--- config.mk ---
export PLATFORM = sky130hd
export DESIGN_NAME = psc_top
export DESIGN_NICKNAME = d
export VERILOG_FILES = /design/src/verilog/psc_timer.v /design/src/verilog/psc_top.v
export VERILOG_INCLUDE_DIRS = /design/src /design/src/verilog
export SDC_FILE = /design/constraint.sdc
export NUM_CORES = 1
export LEC_CHECK = 0
export BUFFER_PORTS_ARGS = -buffer_cell sky130_fd_sc_hd__buf_2
export CAP_MARGIN = 20
export CORE_MARGIN = 1.5
export CORE_UTILIZATION = 35
export DETAILED_ROUTE_END_ITERATION = 10
export REMOVE_ABC_BUFFERS = 1
export SYNTH_ARGS = -nofsm -noshare
export SYNTH_HDL_FRONTEND = slang
export SYNTH_HIERARCHICAL = 1
export SYNTH_SLANG_ARGS = --single-unit
export TNS_END_PERCENT = 5
--- constraint.sdc ---
create_clock -name ref_clk -period 7.71 [get_ports ref_clk]
set_input_delay 0.3855 -clock ref_clk [delete_from_list [all_inputs] [get_ports ref_clk]]
set_output_delay 0.3855 -clock ref_clk [all_outputs]
set_load 0.005 [all_outputs]
--- src/verilog/psc_defs.vh ---
// Register map, reset values, write masks and timing constants of the sequencer
`ifndef PSC_DEFS_VH
`define PSC_DEFS_VH
`define PSC_ADDR_CLKERR 8'h04
`define PSC_ADDR_CHARGE 8'h05
`define PSC_ADDR_DEPOP 8'h06
`define PSC_ADDR_DAC 8'h07
`define PSC_RST_CLKERR 8'h00
`define PSC_RST_CHARGE 8'h15
`define PSC_RST_DEPOP 8'h35
`define PSC_RST_DAC 8'h00
`define PSC_MASK_CLKERR 8'h42
`define PSC_MASK_CHARGE 8'hFC
`define PSC_MASK_DEPOP 8'hFF
`define PSC_MASK_DAC 8'hF0
`define PSC_CLK_HZ 10000000
`define PSC_TICK_US 100
`define PSC_TICK_CYC (`PSC_CLK_HZ / 1000000 * `PSC_TICK_US)
`define PSC_CLKLOSS_US 2000
`define PSC_CLKLOSS_TICKS (`PSC_CLKLOSS_US / `PSC_TICK_US)
// Sequence lengths in time base ticks
`define PSC_DIS_LEN 16'h0019
`define PSC_QCHG0_LEN 16'h0019
`define PSC_QCHG1_LEN 16'h007D
`define PSC_QCHG2_LEN 16'h00FA
`define PSC_QCHG3_LEN 16'h01F4
`define PSC_HOLD0_LEN 16'h012C
`define PSC_HOLD1_LEN 16'h00FA
`define PSC_HOLD2_LEN 16'h0064
`define PSC_HOLD3_LEN 16'h0032
`define PSC_HPC0_LEN 16'h0014
`define PSC_HPC1_LEN 16'h0028
`define PSC_HPC2_LEN 16'h0050
`define PSC_HPC3_LEN 16'h00A0
`define PSC_HPC4_LEN 16'h01F4
`define PSC_HPC5_LEN 16'h03E8
`define PSC_HPC6_LEN 16'h09C4
`define PSC_HPC7_LEN 16'h1388
`define PSC_HPC8_LEN 16'h2710
`define PSC_HPC9_LEN 16'hC350
`define PSC_LATE0_LEN 16'h0280
`define PSC_LATE1_LEN 16'h0A00
`endif

--- src/verilog/psc_timer.v ---
// Restartable tick counter that pulses once a programmed length expires
`default_nettype none
module psc_timer #(
    parameter W = 16
) (
    // Clock and reset
    input wire clk,
    input wire rst_n,
    // Control
    input wire start,
    input wire tick,
    input wire [W-1:0] length,
    // Result
    output reg busy_ff,
    output reg done_ff
);
    reg [W-1:0] cnt_ff;
    // Count ticks; a start always reloads, even mid-run
    always @(posedge clk or negedge rst_n) begin
        if (!rst_n) begin
            cnt_ff <= {W{1'b0}};
            busy_ff <= 1'b0;
            done_ff <= 1'b0;
        end else begin
            done_ff <= 1'b0;
            if (start) begin
                cnt_ff <= length;
                busy_ff <= 1'b1;
            end else if (busy_ff && tick) begin
                if (cnt_ff <= {{(W-1){1'b0}}, 1'b1}) begin
                    busy_ff <= 1'b0;
                    done_ff <= 1'b1;
                end else begin
                    cnt_ff <= cnt_ff - {{(W-1){1'b0}}, 1'b1};
                end
            end
        end
    end
endmodule
`default_nettype wire

--- src/verilog/psc_top.v ---
// Power sequence configuration registers and sequencing timers
`include "psc_defs.vh"
`default_nettype none
module psc_top #(
    parameter TICK_CYC = `PSC_TICK_CYC,
    parameter [6:0] GROUP_ADDR = 7'h50 // Arbitrary value
) (
    // Clock and reset
    input wire ref_clk,
    input wire arst_n,
    // Register port
    input wire reg_wr,
    input wire reg_rd,
    input wire [7:0] reg_addr,
    input wire [7:0] reg_wdata,
    output reg [7:0] reg_rdata_ff,
    // Software reset pulse
    input wire soft_reset,
    // Address pins
    input wire [1:0] addr_pins,
    // Events from outside logic
    input wire clock_error,
    input wire clock_present,
    input wire io_supply_good,
    input wire clean_shutdown_done,
    input wire input_charge_req,
    input wire dac_power_req,
    // Outputs
    output reg [6:0] target_address_ff,
    output reg clock_error_action_ff,
    output reg core_regulator_on_ff,
    output reg input_cap_fast_charge_ff,
    output reg [1:0] antipop_resistor_stage_a_ff,
    output reg [1:0] antipop_resistor_stage_b_ff,
    output reg headphone_cap_charge_ff,
    output reg dac_cap_discharge_ff,
    output reg dac_power_on_ff,
    output reg hard_reset_ff
);
    ////////////////////////////////////////////////////////////////////////
    reg rst_s1_ff, rst_s2_ff;
    wire rst_n = rst_s2_ff;
    // Reset release through two flops
    always @(posedge ref_clk or negedge arst_n) begin
        if (!arst_n) begin
            rst_s1_ff <= 1'b0;
            rst_s2_ff <= 1'b0;
        end else begin
            rst_s1_ff <= 1'b1;
            rst_s2_ff <= rst_s1_ff;
        end
    end

    // Pin synchronisers: change counts once stages two and three agree
    reg [2:0] clkp_ff, supp_ff;
    reg clkp_ok_ff, supp_ok_ff;
    always @(posedge ref_clk or negedge rst_n) begin
        if (!rst_n) begin
            clkp_ff <= 3'h7;
            supp_ff <= 3'h7;
            clkp_ok_ff <= 1'b1;
            supp_ok_ff <= 1'b1;
        end else begin
            clkp_ff <= {clkp_ff[1:0], clock_present};
            supp_ff <= {supp_ff[1:0], io_supply_good};
            if (clkp_ff[1] == clkp_ff[2])
                clkp_ok_ff <= clkp_ff[2];
            if (supp_ff[1] == supp_ff[2])
                supp_ok_ff <= supp_ff[2];
        end
    end

    ////////////////////////////////////////////////////////////////////////
    // Free-running 100 us time base
    reg [15:0] div_ff;
    reg tick_ff;
    always @(posedge ref_clk or negedge rst_n) begin
        if (!rst_n) begin
            div_ff <= 16'h0000;
            tick_ff <= 1'b0;
        end else if (div_ff >= TICK_CYC - 1) begin
            div_ff <= 16'h0000;
            tick_ff <= 1'b1;
        end else begin
            div_ff <= div_ff + 16'h0001;
            tick_ff <= 1'b0;
        end
    end

    ////////////////////////////////////////////////////////////////////////
    // Registers; reserved bits masked on write only, reset values stored as given
    reg [7:0] clkerr_ff, charge_ff, depop_ff, dac_ff;
    always @(posedge ref_clk or negedge rst_n) begin
        if (!rst_n) begin
            clkerr_ff <= `PSC_RST_CLKERR;
            charge_ff <= `PSC_RST_CHARGE;
            depop_ff <= `PSC_RST_DEPOP;
            dac_ff <= `PSC_RST_DAC;
        end else if (soft_reset) begin
            clkerr_ff <= `PSC_RST_CLKERR;
            charge_ff <= `PSC_RST_CHARGE;
            depop_ff <= `PSC_RST_DEPOP;
            dac_ff <= `PSC_RST_DAC;
        end else if (reg_wr) begin
            case (reg_addr)
                `PSC_ADDR_CLKERR: clkerr_ff <= reg_wdata & `PSC_MASK_CLKERR;
                `PSC_ADDR_CHARGE: charge_ff <= reg_wdata & `PSC_MASK_CHARGE;
                `PSC_ADDR_DEPOP: depop_ff <= reg_wdata & `PSC_MASK_DEPOP;
                `PSC_ADDR_DAC: dac_ff <= reg_wdata & `PSC_MASK_DAC;
                default: ;
            endcase
        end
    end

    // Read data held until next read; unmapped reads zero
    always @(posedge ref_clk or negedge rst_n) begin
        if (!rst_n)
            reg_rdata_ff <= 8'h00;
        else if (reg_rd) begin
            case (reg_addr)
                `PSC_ADDR_CLKERR: reg_rdata_ff <= clkerr_ff;
                `PSC_ADDR_CHARGE: reg_rdata_ff <= charge_ff;
                `PSC_ADDR_DEPOP: reg_rdata_ff <= depop_ff;
                `PSC_ADDR_DAC: reg_rdata_ff <= dac_ff;
                default: reg_rdata_ff <= 8'h00;
            endcase
        end
    end

    wire ignore_clk_err = clkerr_ff[6];
    wire group_address_enable = clkerr_ff[1];
    wire [1:0] input_cap_fast_charge_time = charge_ff[7:6];
    wire [1:0] power_down_policy = charge_ff[5:4];
    wire [1:0] core_regulator_hold_time = charge_ff[3:2];
    wire [3:0] headphone_cap_charge_time = depop_ff[3:0];
    wire dac_cap_discharge_start = dac_ff[7];
    wire dac_late_power_on = dac_ff[6];
    wire dac_late_power_on_delay = dac_ff[5];
    wire clock_loss_hard_reset_enable = dac_ff[4];

    ////////////////////////////////////////////////////////////////////////
    // Durations in 100 us ticks
    reg [15:0] qchg_len, hold_len, hpc_len, late_len;
    always @* begin
        case (input_cap_fast_charge_time)
            2'h0: qchg_len = `PSC_QCHG0_LEN;
            2'h1: qchg_len = `PSC_QCHG1_LEN;
            2'h2: qchg_len = `PSC_QCHG2_LEN;
            default: qchg_len = `PSC_QCHG3_LEN;
        endcase
        case (core_regulator_hold_time)
            2'h0: hold_len = `PSC_HOLD0_LEN;
            2'h1: hold_len = `PSC_HOLD1_LEN;
            2'h2: hold_len = `PSC_HOLD2_LEN;
            default: hold_len = `PSC_HOLD3_LEN;
        endcase
        case (headphone_cap_charge_time)
            4'h0: hpc_len = `PSC_HPC0_LEN;
            4'h1: hpc_len = `PSC_HPC1_LEN;
            4'h2: hpc_len = `PSC_HPC2_LEN;
            4'h3: hpc_len = `PSC_HPC3_LEN;
            4'h4: hpc_len = `PSC_HPC4_LEN;
            4'h5: hpc_len = `PSC_HPC5_LEN;
            4'h6: hpc_len = `PSC_HPC6_LEN;
            4'h7: hpc_len = `PSC_HPC7_LEN;
            4'h8: hpc_len = `PSC_HPC8_LEN;
            default: hpc_len = `PSC_HPC9_LEN; // Codes above 9 act as 5 s
        endcase
        // Lower end of each range, guaranteed minimum
        late_len = dac_late_power_on_delay ? `PSC_LATE1_LEN :
            `PSC_LATE0_LEN;
    end

    ////////////////////////////////////////////////////////////////////////
    // Event edges
    reg supp_d_ff, chg_d_ff, dac_d_ff, clkp_d_ff;
    always @(posedge ref_clk or negedge rst_n) begin
        if (!rst_n) begin
            supp_d_ff <= 1'b1;
            chg_d_ff <= 1'b0;
            dac_d_ff <= 1'b0;
        end else begin
            supp_d_ff <= supp_ok_ff;
            chg_d_ff <= input_charge_req;
            dac_d_ff <= dac_power_req;
        end
    end
    wire supply_lost = supp_d_ff & ~supp_ok_ff;
    wire chg_start = input_charge_req & ~chg_d_ff;
    wire dac_start = dac_power_req & ~dac_d_ff;

    // DAC sequence: discharge, delay, headphone charge, on
    localparam S_IDLE = 3'h0, S_DIS = 3'h1, S_LATE = 3'h2;
    localparam S_HPC = 3'h3, S_ON = 3'h4;
    reg [2:0] st_ff, nxt_st;
    wire dis_done, late_done, hpc_done, qchg_busy, hold_done, loss_done;
    wire qchg_busy_w, hpc_busy;
    reg t_dis, t_late, t_hpc;
    always @* begin
        nxt_st = st_ff;
        t_dis = 1'b0;
        t_late = 1'b0;
        t_hpc = 1'b0;
        case (st_ff)
            S_IDLE: if (dac_start) begin
                if (dac_cap_discharge_start) begin
                    nxt_st = S_DIS;
                    t_dis = 1'b1;
                end else if (dac_late_power_on) begin
                    nxt_st = S_LATE;
                    t_late = 1'b1;
                end else begin
                    nxt_st = S_HPC;
                    t_hpc = 1'b1;
                end
            end
            S_DIS: if (dis_done) begin
                if (dac_late_power_on) begin
                    nxt_st = S_LATE;
                    t_late = 1'b1;
                end else begin
                    nxt_st = S_HPC;
                    t_hpc = 1'b1;
                end
            end
            S_LATE: if (late_done) begin
                nxt_st = S_HPC;
                t_hpc = 1'b1;
            end
            S_HPC: if (hpc_done) nxt_st = S_ON;
            S_ON: ;
            default: nxt_st = S_IDLE;
        endcase
        if (!dac_power_req) nxt_st = S_IDLE;
    end
    always @(posedge ref_clk or negedge rst_n) begin
        if (!rst_n) st_ff <= S_IDLE;
        else st_ff <= nxt_st;
    end

    localparam [31:0] LOSS_TICKS = `PSC_CLKLOSS_TICKS;
    // Timers; discharge uses the fixed PSC_DIS_LEN, equal to the shortest fast-charge length of input caps
    psc_timer #(.W(16)) u_dis (.clk(ref_clk), .rst_n(rst_n),
        .start(t_dis), .tick(tick_ff), .length(`PSC_DIS_LEN),
        .busy_ff(), .done_ff(dis_done));
    psc_timer #(.W(16)) u_late (.clk(ref_clk), .rst_n(rst_n),
        .start(t_late), .tick(tick_ff), .length(late_len),
        .busy_ff(), .done_ff(late_done));
    psc_timer #(.W(16)) u_hpc (.clk(ref_clk), .rst_n(rst_n),
        .start(t_hpc), .tick(tick_ff), .length(hpc_len),
        .busy_ff(hpc_busy), .done_ff(hpc_done));
    psc_timer #(.W(16)) u_qchg (.clk(ref_clk), .rst_n(rst_n),
        .start(chg_start), .tick(tick_ff), .length(qchg_len),
        .busy_ff(qchg_busy_w), .done_ff());
    psc_timer #(.W(16)) u_hold (.clk(ref_clk), .rst_n(rst_n),
        .start(supply_lost), .tick(tick_ff), .length(hold_len),
        .busy_ff(), .done_ff(hold_done));
    // Any change of clock presence restarts, so a stale count never fires
    psc_timer #(.W(16)) u_loss (.clk(ref_clk), .rst_n(rst_n),
        .start(clkp_ok_ff != clkp_d_ff), .tick(tick_ff),
        .length(LOSS_TICKS[15:0]), .busy_ff(), .done_ff(loss_done));
    assign qchg_busy = qchg_busy_w;

    // Regulator and outputs
    always @(posedge ref_clk or negedge rst_n) begin
        if (!rst_n) begin
            clkp_d_ff <= 1'b1;
            core_regulator_on_ff <= 1'b1;
            hard_reset_ff <= 1'b0;
            target_address_ff <= 7'h00;
            clock_error_action_ff <= 1'b0;
            input_cap_fast_charge_ff <= 1'b0;
            antipop_resistor_stage_a_ff <= 2'h0;
            antipop_resistor_stage_b_ff <= 2'h0;
            headphone_cap_charge_ff <= 1'b0;
            dac_cap_discharge_ff <= 1'b0;
            dac_power_on_ff <= 1'b0;
        end else begin
            clkp_d_ff <= clkp_ok_ff;
            if (supp_ok_ff)
                core_regulator_on_ff <= 1'b1;
            else if (supply_lost && power_down_policy == 2'h0)
                core_regulator_on_ff <= 1'b0;
            else if (hold_done && power_down_policy == 2'h1)
                core_regulator_on_ff <= 1'b0;
            else if (clean_shutdown_done)
                core_regulator_on_ff <= 1'b0;
            // Held while enabled and clock still missing
            hard_reset_ff <= clock_loss_hard_reset_enable & ~clkp_ok_ff &
                (hard_reset_ff | loss_done);
            target_address_ff <= group_address_enable ?
                {GROUP_ADDR[6:2], 2'b00} :
                {GROUP_ADDR[6:2], addr_pins};
            clock_error_action_ff <= clock_error & ~ignore_clk_err;
            input_cap_fast_charge_ff <= qchg_busy;
            antipop_resistor_stage_a_ff <= depop_ff[7:6];
            antipop_resistor_stage_b_ff <= depop_ff[5:4];
            headphone_cap_charge_ff <= hpc_busy;
            dac_cap_discharge_ff <= (nxt_st == S_DIS);
            dac_power_on_ff <= (nxt_st == S_ON);
        end
    end
endmodule
`default_nettype wire

==> flow_metrics.env, run 1 <==
export IMPL_dr_pass1_iters=5
export IMPL_diodes=0
export IMPL_clockBufferDepth=2
export IMPL_clk_pin_slew_worst_paths_ns=0.07
export IMPL_synth_area_per_cell_um2=9.53
export IMPL_cts_sinks=184
export IMPL_synth_warnings=6
export IMPL_p_total_mw=2.97
export IMPL_die_area_um2=31600
export IMPL_tns_ns=0
export IMPL_cts_root_buf="clkbuf_16"
export IMPL_irDropWorstVdd_uv=151
export IMPL_dieWidth_um=178
export IMPL_outcome="finished clean"
export IMPL_drt_iter0_drc=646
export IMPL_grt_max_degree=71
export IMPL_r2r_slack_ns=5.42
export IMPL_grt_pass1_wl_mm=41.8
export IMPL_cp_end_kind="flip-flop"
export IMPL_ctsHoldBuffers=1
export IMPL_rows=63
export IMPL_gr_total_overflow=0
export IMPL_ant_nets=0
export IMPL_pwr_share_comb_pct=23.0
export IMPL_io_pins=55
export IMPL_maxSlewHeadroom_pct=38.9
export IMPL_fin_nets=1260
export IMPL_die_h_um=178
export IMPL_post_cts_resized=0
export IMPL_routabilityCongestion=0.805
export IMPL_min_path_type="input port to flip-flop"
export IMPL_drv_cap=0
export IMPL_areaGrowthSynthToFinish_pct=13.8
export IMPL_leakage_nw=4.81
export IMPL_path_max_fanout=28
export IMPL_finClkSkew_ns=0.0144
export IMPL_dp_hpwl_mm=16.5
export IMPL_netSwitchingFraction_pct=34.1
export IMPL_drv_slew=0
export IMPL_grt_pass1_vias=8282
export IMPL_insertion_delay_ns=0.43
export IMPL_min_period_over_period_pct=29.7
export IMPL_viasPerCell=5.36
export IMPL_start_util_pct=35.8
export IMPL_hold_violations=0
export IMPL_core_um2=29900
export IMPL_cp_arrival_ns=2.59
export IMPL_fmax_mhz=437
export IMPL_rsz0062_at_grt="no"
export IMPL_io_buffers=51
export IMPL_worst_slew_pin_slew_ns=0.917
export IMPL_synth_cells=1123
export IMPL_pwr_share_seq_pct=45.6
export IMPL_antenna_found_initial=0
export IMPL_drcViolationCount=0
export IMPL_worstSetupPathType="flip-flop to flip-flop"
export IMPL_layout_drive_gt1_share_pct=15.1
export IMPL_syn_area_um2=10700
export IMPL_postCtsSetupRepairBufs=0
export IMPL_internal_power_mw=1.95
export IMPL_p_sw_mw=1.01
export IMPL_cp_required_ns=8.01
export IMPL_cts_inserted_buffers=17
export IMPL_vias=8667
export IMPL_pwr_share_clk_pct=31.5
export IMPL_cts_max_level=4
export IMPL_p_per_area_nw_per_um2=244
export IMPL_period_needed_ns=2.29
export IMPL_grt_use_total_pct=16.2
export IMPL_wire_per_inst_um=15.1
export IMPL_cts_tree="built"
export IMPL_finalSetupViolCount=0
export IMPL_drt_total_wl_mm=24.3
export IMPL_start_kind="flip-flop"
[flip-flops by register name (all words and copies together) (netlist names), 2 cells and up]
register,cells
clkp_ff,3
depop_ff,8
dac_ff,4
u_dis/cnt_ff,16
target_address_ff,3
reg_rdata_ff,8
supp_ff,3
st_ff,3
charge_ff,7
u_qchg/cnt_ff,16
u_loss/cnt_ff,16
u_late/cnt_ff,16
div_ff,16
antipop_resistor_stage_b_ff,2
u_hold/cnt_ff,16
clkerr_ff,2
u_hpc/cnt_ff,16
antipop_resistor_stage_a_ff,2
[cell type report]
cell class	instances	area [um2]
clock inverters	12	165
multi-input cells	915	5970
well taps	390	488
clock buffers	20	457
repair buffers	61	333
inverters	35	131
flip-flops and latches	184	4630
fillers	2931	17700
[critical path, cell delays in order (launching register included)]
cell and delay, ns:
dfrtp_1 0.46, nor2_1 0.25, nand4b_1 0.28, o22ai_2 0.22, buf_4 0.32, inv_1 0.33, o2111ai_2 0.17, o211ai_1 0.12
[worst paths after layout]
kind / start / end / cells past startpoint
setup / recovery: st_ff[1] / u_hpc/cnt_ff[0] / 7
hold / removal: clock_present / clkp_ff[0] / 1
setup reg to reg: st_ff[1] / u_hpc/cnt_ff[0] / 7
hold reg to reg: rst_s1_ff / rst_n / 0
max in group asynchronous: rst_n / charge_ff[7] / 1
min in group asynchronous: arst_n / rst_n / 2
[power by group through the flow]
stage                     combinational, mW  clock [mW]  sequential, mW
after floorplan                       0.536           0            1.32
after global placement                0.671           0            1.36
after detailed placement              0.683           0            1.37
after CTS                             0.687       0.962            1.35
after global routing                  0.776        1.01            1.38
final                                 0.682       0.934            1.35
[placed cells by master (no fill, tap or decap), drive strengths merged, types with 25 or more instances in the layout]
| cell type | count |
|---|---|
| nor2 | 128 |
| buf | 60 |
| conb | 76 |
| nand3 | 61 |
| a31oi | 25 |
| o211ai | 48 |
| o21ai | 28 |
| nand2 | 118 |
| inv | 37 |
| nor4 | 36 |
| nand2b | 26 |
| dfrtp | 166 |
[layer usage]
| layer | vias to the layer above | part of all wire, % | GRT usage (%) |
|---|---|---|---|
| li1 | 4295 | - | - |
| met1 | 4225 | 50 | 22.5 |
| met2 | 126 | 46 | 25.9 |
| met3 | 21 | 2.7 | 2.74 |
| met4 | 0 | 1.4 | 4.83 |
| met5 | - | 0 | 0 |
[stage by stage]
step	utilization [%]	hold WS, ns	std cells	area [um2]	setup slack, ns
detailed placement	38.6	0.175	1584	11500	5.45
floorplan	-	0.0899	1134	10700	2.23
CTS	40.8	0.0322	1617	12200	5.44
finish	40.8	0.0550	1617	12200	5.42
global placement	38.6	0.173	1584	11500	5.57
global route	40.8	0.0320	1617	12200	5.21
Note: power is estimated with default switching activity, not from simulation.
==> inputs of run 2 (changes only) <==
clock period = 2 ns   (was 7.71 ns; I/O delays follow)
==> flow_metrics.env, run 2 (same netlist as run 1, synthesis figures left out) <==
export IMPL_outcome="finished clean"
export IMPL_period_needed_ns=1.99
export IMPL_diodes=0
export IMPL_worst_slack_ns=0.00711
export IMPL_final_common_cell="dfrtp_1"
export IMPL_cts_inserted_buffers=17
export IMPL_nFillCells=2900
export IMPL_path_max_fanout=8
export IMPL_io_buffers=51
export IMPL_maxSlewHeadroom_pct=61.2
export IMPL_grt_max_degree=105
export IMPL_dr_pass1_iters=5
export IMPL_drv_slew=0
export IMPL_insertion_delay_ns=0.43
export IMPL_core_um2=29900
export IMPL_hp_start="reg_rd"
export IMPL_r2r_end="u_hpc/cnt_ff[2]"
export IMPL_areaGrowthSynthToFinish_pct=19.7
export IMPL_fin_nets=1319
export IMPL_grt_use_total_pct=16.7
export IMPL_cp_end_kind="flip-flop"
export IMPL_clk_pin_slew_worst_paths_ns=0.07
export IMPL_fmax_mhz=502
export IMPL_min_period_over_period_pct=99.6
export IMPL_leakage_nw=5.08
export IMPL_pwr_share_comb_pct=27.5
export IMPL_routabilityCongestion=0.819
export IMPL_start_util_pct=35.8
export IMPL_path_cells="or4_4, nor3_4, a2111oi_0, a221o_1"
export IMPL_worst_slew_pin_slew_ns=0.582
export IMPL_rows=63
export IMPL_r2r_start="u_hpc/cnt_ff[4]"
export IMPL_worstSetupPathType="flip-flop to flip-flop"
export IMPL_finClkSkew_ns=0.0107
export IMPL_pwr_share_clk_pct=28.3
export IMPL_hold_violations=0
export IMPL_internal_power_mw=7.44
export IMPL_pre_cts_slack_ns=-0.0574
export IMPL_postLayoutCellArea_um2=12800
export IMPL_grt_pass1_vias=8504
export IMPL_slowest_stage="or4_4"
export IMPL_drv_cap=0
export IMPL_cts_max_level=4
export IMPL_vias=8848
export IMPL_antenna_found_initial=0
export IMPL_reg2reg_depth=4
export IMPL_ff_latch_area_um2=4630
export IMPL_layout_common_cells="165 x dfrtp_1, 128 x nor2_1, 112 x nand2_1"
export IMPL_whs_path_depth=2
export IMPL_cpPeakStageDelay_ns=0.60
export IMPL_whs_ns=0.0375
export IMPL_finalSetupViolCount=0
export IMPL_pwr_share_seq_pct=44.2
export IMPL_multiInputGateArea_um2=6090
export IMPL_dp_hpwl_mm=17.4
export IMPL_netSwitchingFraction_pct=35.7
export IMPL_gr_total_overflow=0
export IMPL_rsz0062_at_grt="yes"
export IMPL_clockBufferDepth=2
export IMPL_drcViolationCount=0
export IMPL_p_sw_mw=4.12
export IMPL_cts_root_buf="clkbuf_16"
export IMPL_r2r_slack_ns=0.007
export IMPL_layout_drive_gt1_share_pct=19.3
export IMPL_holdPathEnd="reg_rdata_ff[6]"
export IMPL_io_pins=55
export IMPL_cp_depth=4
export IMPL_dieWidth_um=178
export IMPL_viasPerCell=5.28
export IMPL_placed_area_um2=11900
export IMPL_p_total_mw=11.6
export IMPL_cts_sinks=184
export IMPL_crit_family="simple AND/OR/NAND/NOR gates"
export IMPL_p_per_area_nw_per_um2=902
export IMPL_drt_iter0_drc=651
export IMPL_irDropWorstVdd_uv=559
export IMPL_wire_per_inst_um=15.0
export IMPL_grt_pass1_wl_mm=42.8
export IMPL_cts_tree="built"
export IMPL_die_h_um=178
export IMPL_cp_required_ns=2.31
export IMPL_drt_total_wl_mm=25.2
export IMPL_min_path_type="input port to flip-flop"
export IMPL_die_area_um2=31600
export IMPL_start_kind="flip-flop"
export IMPL_ant_nets=0
export IMPL_path_buf_inv=0
export IMPL_cp_arrival_ns=2.30
export IMPL_tns_ns=0
[run 2: area by class of cell]
type	instances	share of cell area (%)
Sequential cell	184	36.1
Clock buffer	18	3.43
Inverter	35	1.03
Multi-Input combinational cell	915	47.5
Timing Repair Buffer	120	7.07
Clock inverter	14	1.01
Tap cell	390	3.81
[run 2: worst max-delay path by stage]
stage	slack (ns)	start	to
2_1_floorplan	-3.48	rst_n	antipop_resistor_stage_a_ff[0]
3_3_place_gp	0.01	u_dis/cnt_ff[0]	u_dis/cnt_ff[7]
3_5_place_dp	-0.06	u_qchg/cnt_ff[0]	u_qchg/cnt_ff[2]
4_1_cts	0.006	u_loss/cnt_ff[0]	u_loss/cnt_ff[7]
5_1_grt	-0.06	st_ff[0]	u_hpc/cnt_ff[0]
6_report	0.007	u_hpc/cnt_ff[4]	u_hpc/cnt_ff[2]
[run 2: layer usage]
layer | routed length [um] | up-vias | global-route usage [%]
met4 | 400 | 0 | 5.53
li1 | - | 4408 | -
met1 | 12400 | 4269 | 23.2
met3 | 678 | 26 | 2.40
met2 | 11700 | 145 | 26.8
met5 | 0 | - | 0
[run 2: stage by stage]
stage / instances / util, %
global placement: 1626 / 40.0
CTS: 1676 / 42.6
global route: 1676 / 42.9
detailed placement: 1626 / 40.0
finish: 1676 / 42.9
floorplan: 1134 / -
[run 2: timing repair]
item / CTS / global route
setup buffers: 0 / 0
pin swaps: 0 / 2
endpoints found under the setup margin: 12 / 48
endpoints found under the hold margin: 32 / 0
hold buffers: 18 / 0
resized for setup: 5 / 30
[run 2: power by group through the flow]
stage          logic, mW  registers (mW)  clock network, mW
2_1_floorplan       2.07            5.09                  0
3_3_place_gp        2.97            5.14                  0
3_5_place_dp        3.02            5.14                  0
4_1_cts             3.09            5.08               3.42
5_1_grt             3.56            5.21               3.58
6_report            3.17            5.12               3.27
==> inputs of run 3 (changes only) <==
RECOVER_POWER = 100   (was not set)
==> flow_metrics.env, run 3 (same netlist as run 1, synthesis figures left out) <==
export IMPL_wire_per_inst_um=15.0
export IMPL_period_needed_ns=2.01
export IMPL_drt_total_wl_mm=25.1
export IMPL_worst_slew_pin_slew_ns=1.43
export IMPL_whs_path_depth=3
export IMPL_die_area_um2=31600
export IMPL_drv_slew=0
export IMPL_insertion_delay_ns=0.43
export IMPL_layout_common_cells="165 x dfrtp_1, 128 x nor2_1, 112 x nand2_1"
export IMPL_areaGrowthSynthToFinish_pct=18.7
export IMPL_viasPerCell=5.32
export IMPL_fmax_mhz=498
export IMPL_die_h_um=178
export IMPL_worst_slack_ns=-0.00636
export IMPL_crit_path_start="u_hpc/cnt_ff[4]"
export IMPL_min_path_type="input port to flip-flop"
export IMPL_nFillCells=2922
export IMPL_cts_tree="built"
export IMPL_dieWidth_um=178
export IMPL_min_period_over_period_pct=100
export IMPL_finClkSkew_ns=0.0110
export IMPL_antenna_found_initial=0
export IMPL_cts_inserted_buffers=17
export IMPL_drv_cap=0
export IMPL_io_buffers=51
export IMPL_path_max_fanout=8
export IMPL_start_util_pct=35.8
export IMPL_grt_use_total_pct=16.7
export IMPL_drt_iter0_drc=619
export IMPL_final_common_cell="dfrtp_1"
export IMPL_postCtsSetupRepairBufs=0
export IMPL_hp_start="reg_rd"
export IMPL_cts_sinks=184
export IMPL_hold_violations=0
export IMPL_pre_cts_slack_ns=-0.0574
export IMPL_violations="negative setup slack"
export IMPL_r2r_start="u_hpc/cnt_ff[4]"
export IMPL_rows=63
export IMPL_clockBufferDepth=2
export IMPL_fin_nets=1319
export IMPL_drcViolationCount=0
export IMPL_tns_ns=-0.00636
export IMPL_grt_max_degree=105
export IMPL_rsz0062_at_grt="yes"
export IMPL_dp_hpwl_mm=17.4
export IMPL_routabilityCongestion=0.819
export IMPL_layout_drive_gt1_share_pct=16.8
export IMPL_clk_pin_slew_worst_paths_ns=0.07
export IMPL_worstSetupPathType="flip-flop to flip-flop"
export IMPL_grt_pass1_wl_mm=42.8
export IMPL_grt_pass1_vias=8504
export IMPL_p_per_area_nw_per_um2=907
export IMPL_cp_end_kind="flip-flop"
export IMPL_vias=8914
export IMPL_dr_pass1_iters=5
export IMPL_irDropWorstVdd_uv=557
export IMPL_finalSetupViolCount=1
export IMPL_gr_total_overflow=0
export IMPL_cts_max_level=4
export IMPL_io_pins=55
export IMPL_cp_arrival_ns=2.31
export IMPL_maxSlewHeadroom_pct=4.89
export IMPL_cp_required_ns=2.31
export IMPL_ant_nets=0
export IMPL_utilization_pct=42.5
export IMPL_diodes=0
export IMPL_leakage_nw=4.99
export IMPL_outcome="complete, but fails checks"
export IMPL_reg2reg_depth=4
export IMPL_core_um2=29900
export IMPL_cts_root_buf="clkbuf_16"
export IMPL_start_kind="flip-flop"
run 3: report_power, final:
group / switching (mW) / internal (mW) / leakage [nW]
registers: 0.811 / 4.30 / 2.19
logic: 1.71 / 1.43 / 2.52
clock network: 1.59 / 1.68 / 0.272
run 3: layout make-up:
cell class / count / area [um2] / share of cell area [%]
inverters: 35 / 131 / 1.03
repair buffers: 120 / 850 / 6.69
well taps: 390 / 488 / 3.84
clock inverters: 14 / 129 / 1.01
flip-flops and latches: 184 / 4630 / 36.5
multi-input cells: 915 / 6030 / 47.5
clock buffers: 18 / 439 / 3.46
run 3: path summary, 6_finish.rpt:
kind	to	slack, ns
min in group asynchronous	u_loss/cnt_ff[9]	0.09
setup reg to reg	u_hpc/cnt_ff[2]	-0.006
hold / removal	reg_rdata_ff[1]	0.04
setup / recovery	u_hpc/cnt_ff[2]	-0.006
max in group asynchronous	div_ff[7]	0.31
hold reg to reg	u_loss/cnt_ff[9]	0.09
run 3: metrics by stage:
stage / total power [mW] / cell area (um2) / hold WS (ns) / instances
3_3_place_gp: 8.10 / 11900 / -0.113 / 1626
5_1_grt: 12.3 / 12700 / 0.0424 / 1676
4_1_cts: 11.6 / 12700 / 0.00573 / 1676
2_1_floorplan: 7.16 / 10700 / -0.196 / 1134
6_report: 11.5 / 12700 / 0.0378 / 1676
3_5_place_dp: 8.16 / 11900 / -0.111 / 1626
run 3: critical path: stages (launching register included):
cell and delay [ns]:
dfrtp_1 0.44, or4_4 0.60, nor3_4 0.35, a2111oi_0 0.19
a221o_1 0.30
run 3: layer usage:
metal / routed length (um) / track usage (%) / vias up
li1: - / - / 4409
met1: 12300 / 23.2 / 4339
met2: 11800 / 26.8 / 142
met3: 637 / 2.40 / 24
met4: 376 / 5.53 / 0
met5: 0 / 0 / -
run 3: timing repair:
action / 4_1_cts / 5_1_grt
hold endpoints to repair: 32 / 0
hold buffers: 18 / 0
gates resized for setup: 5 / 30
endpoints found under the setup margin: 12 / 48
pin swaps: 0 / 2
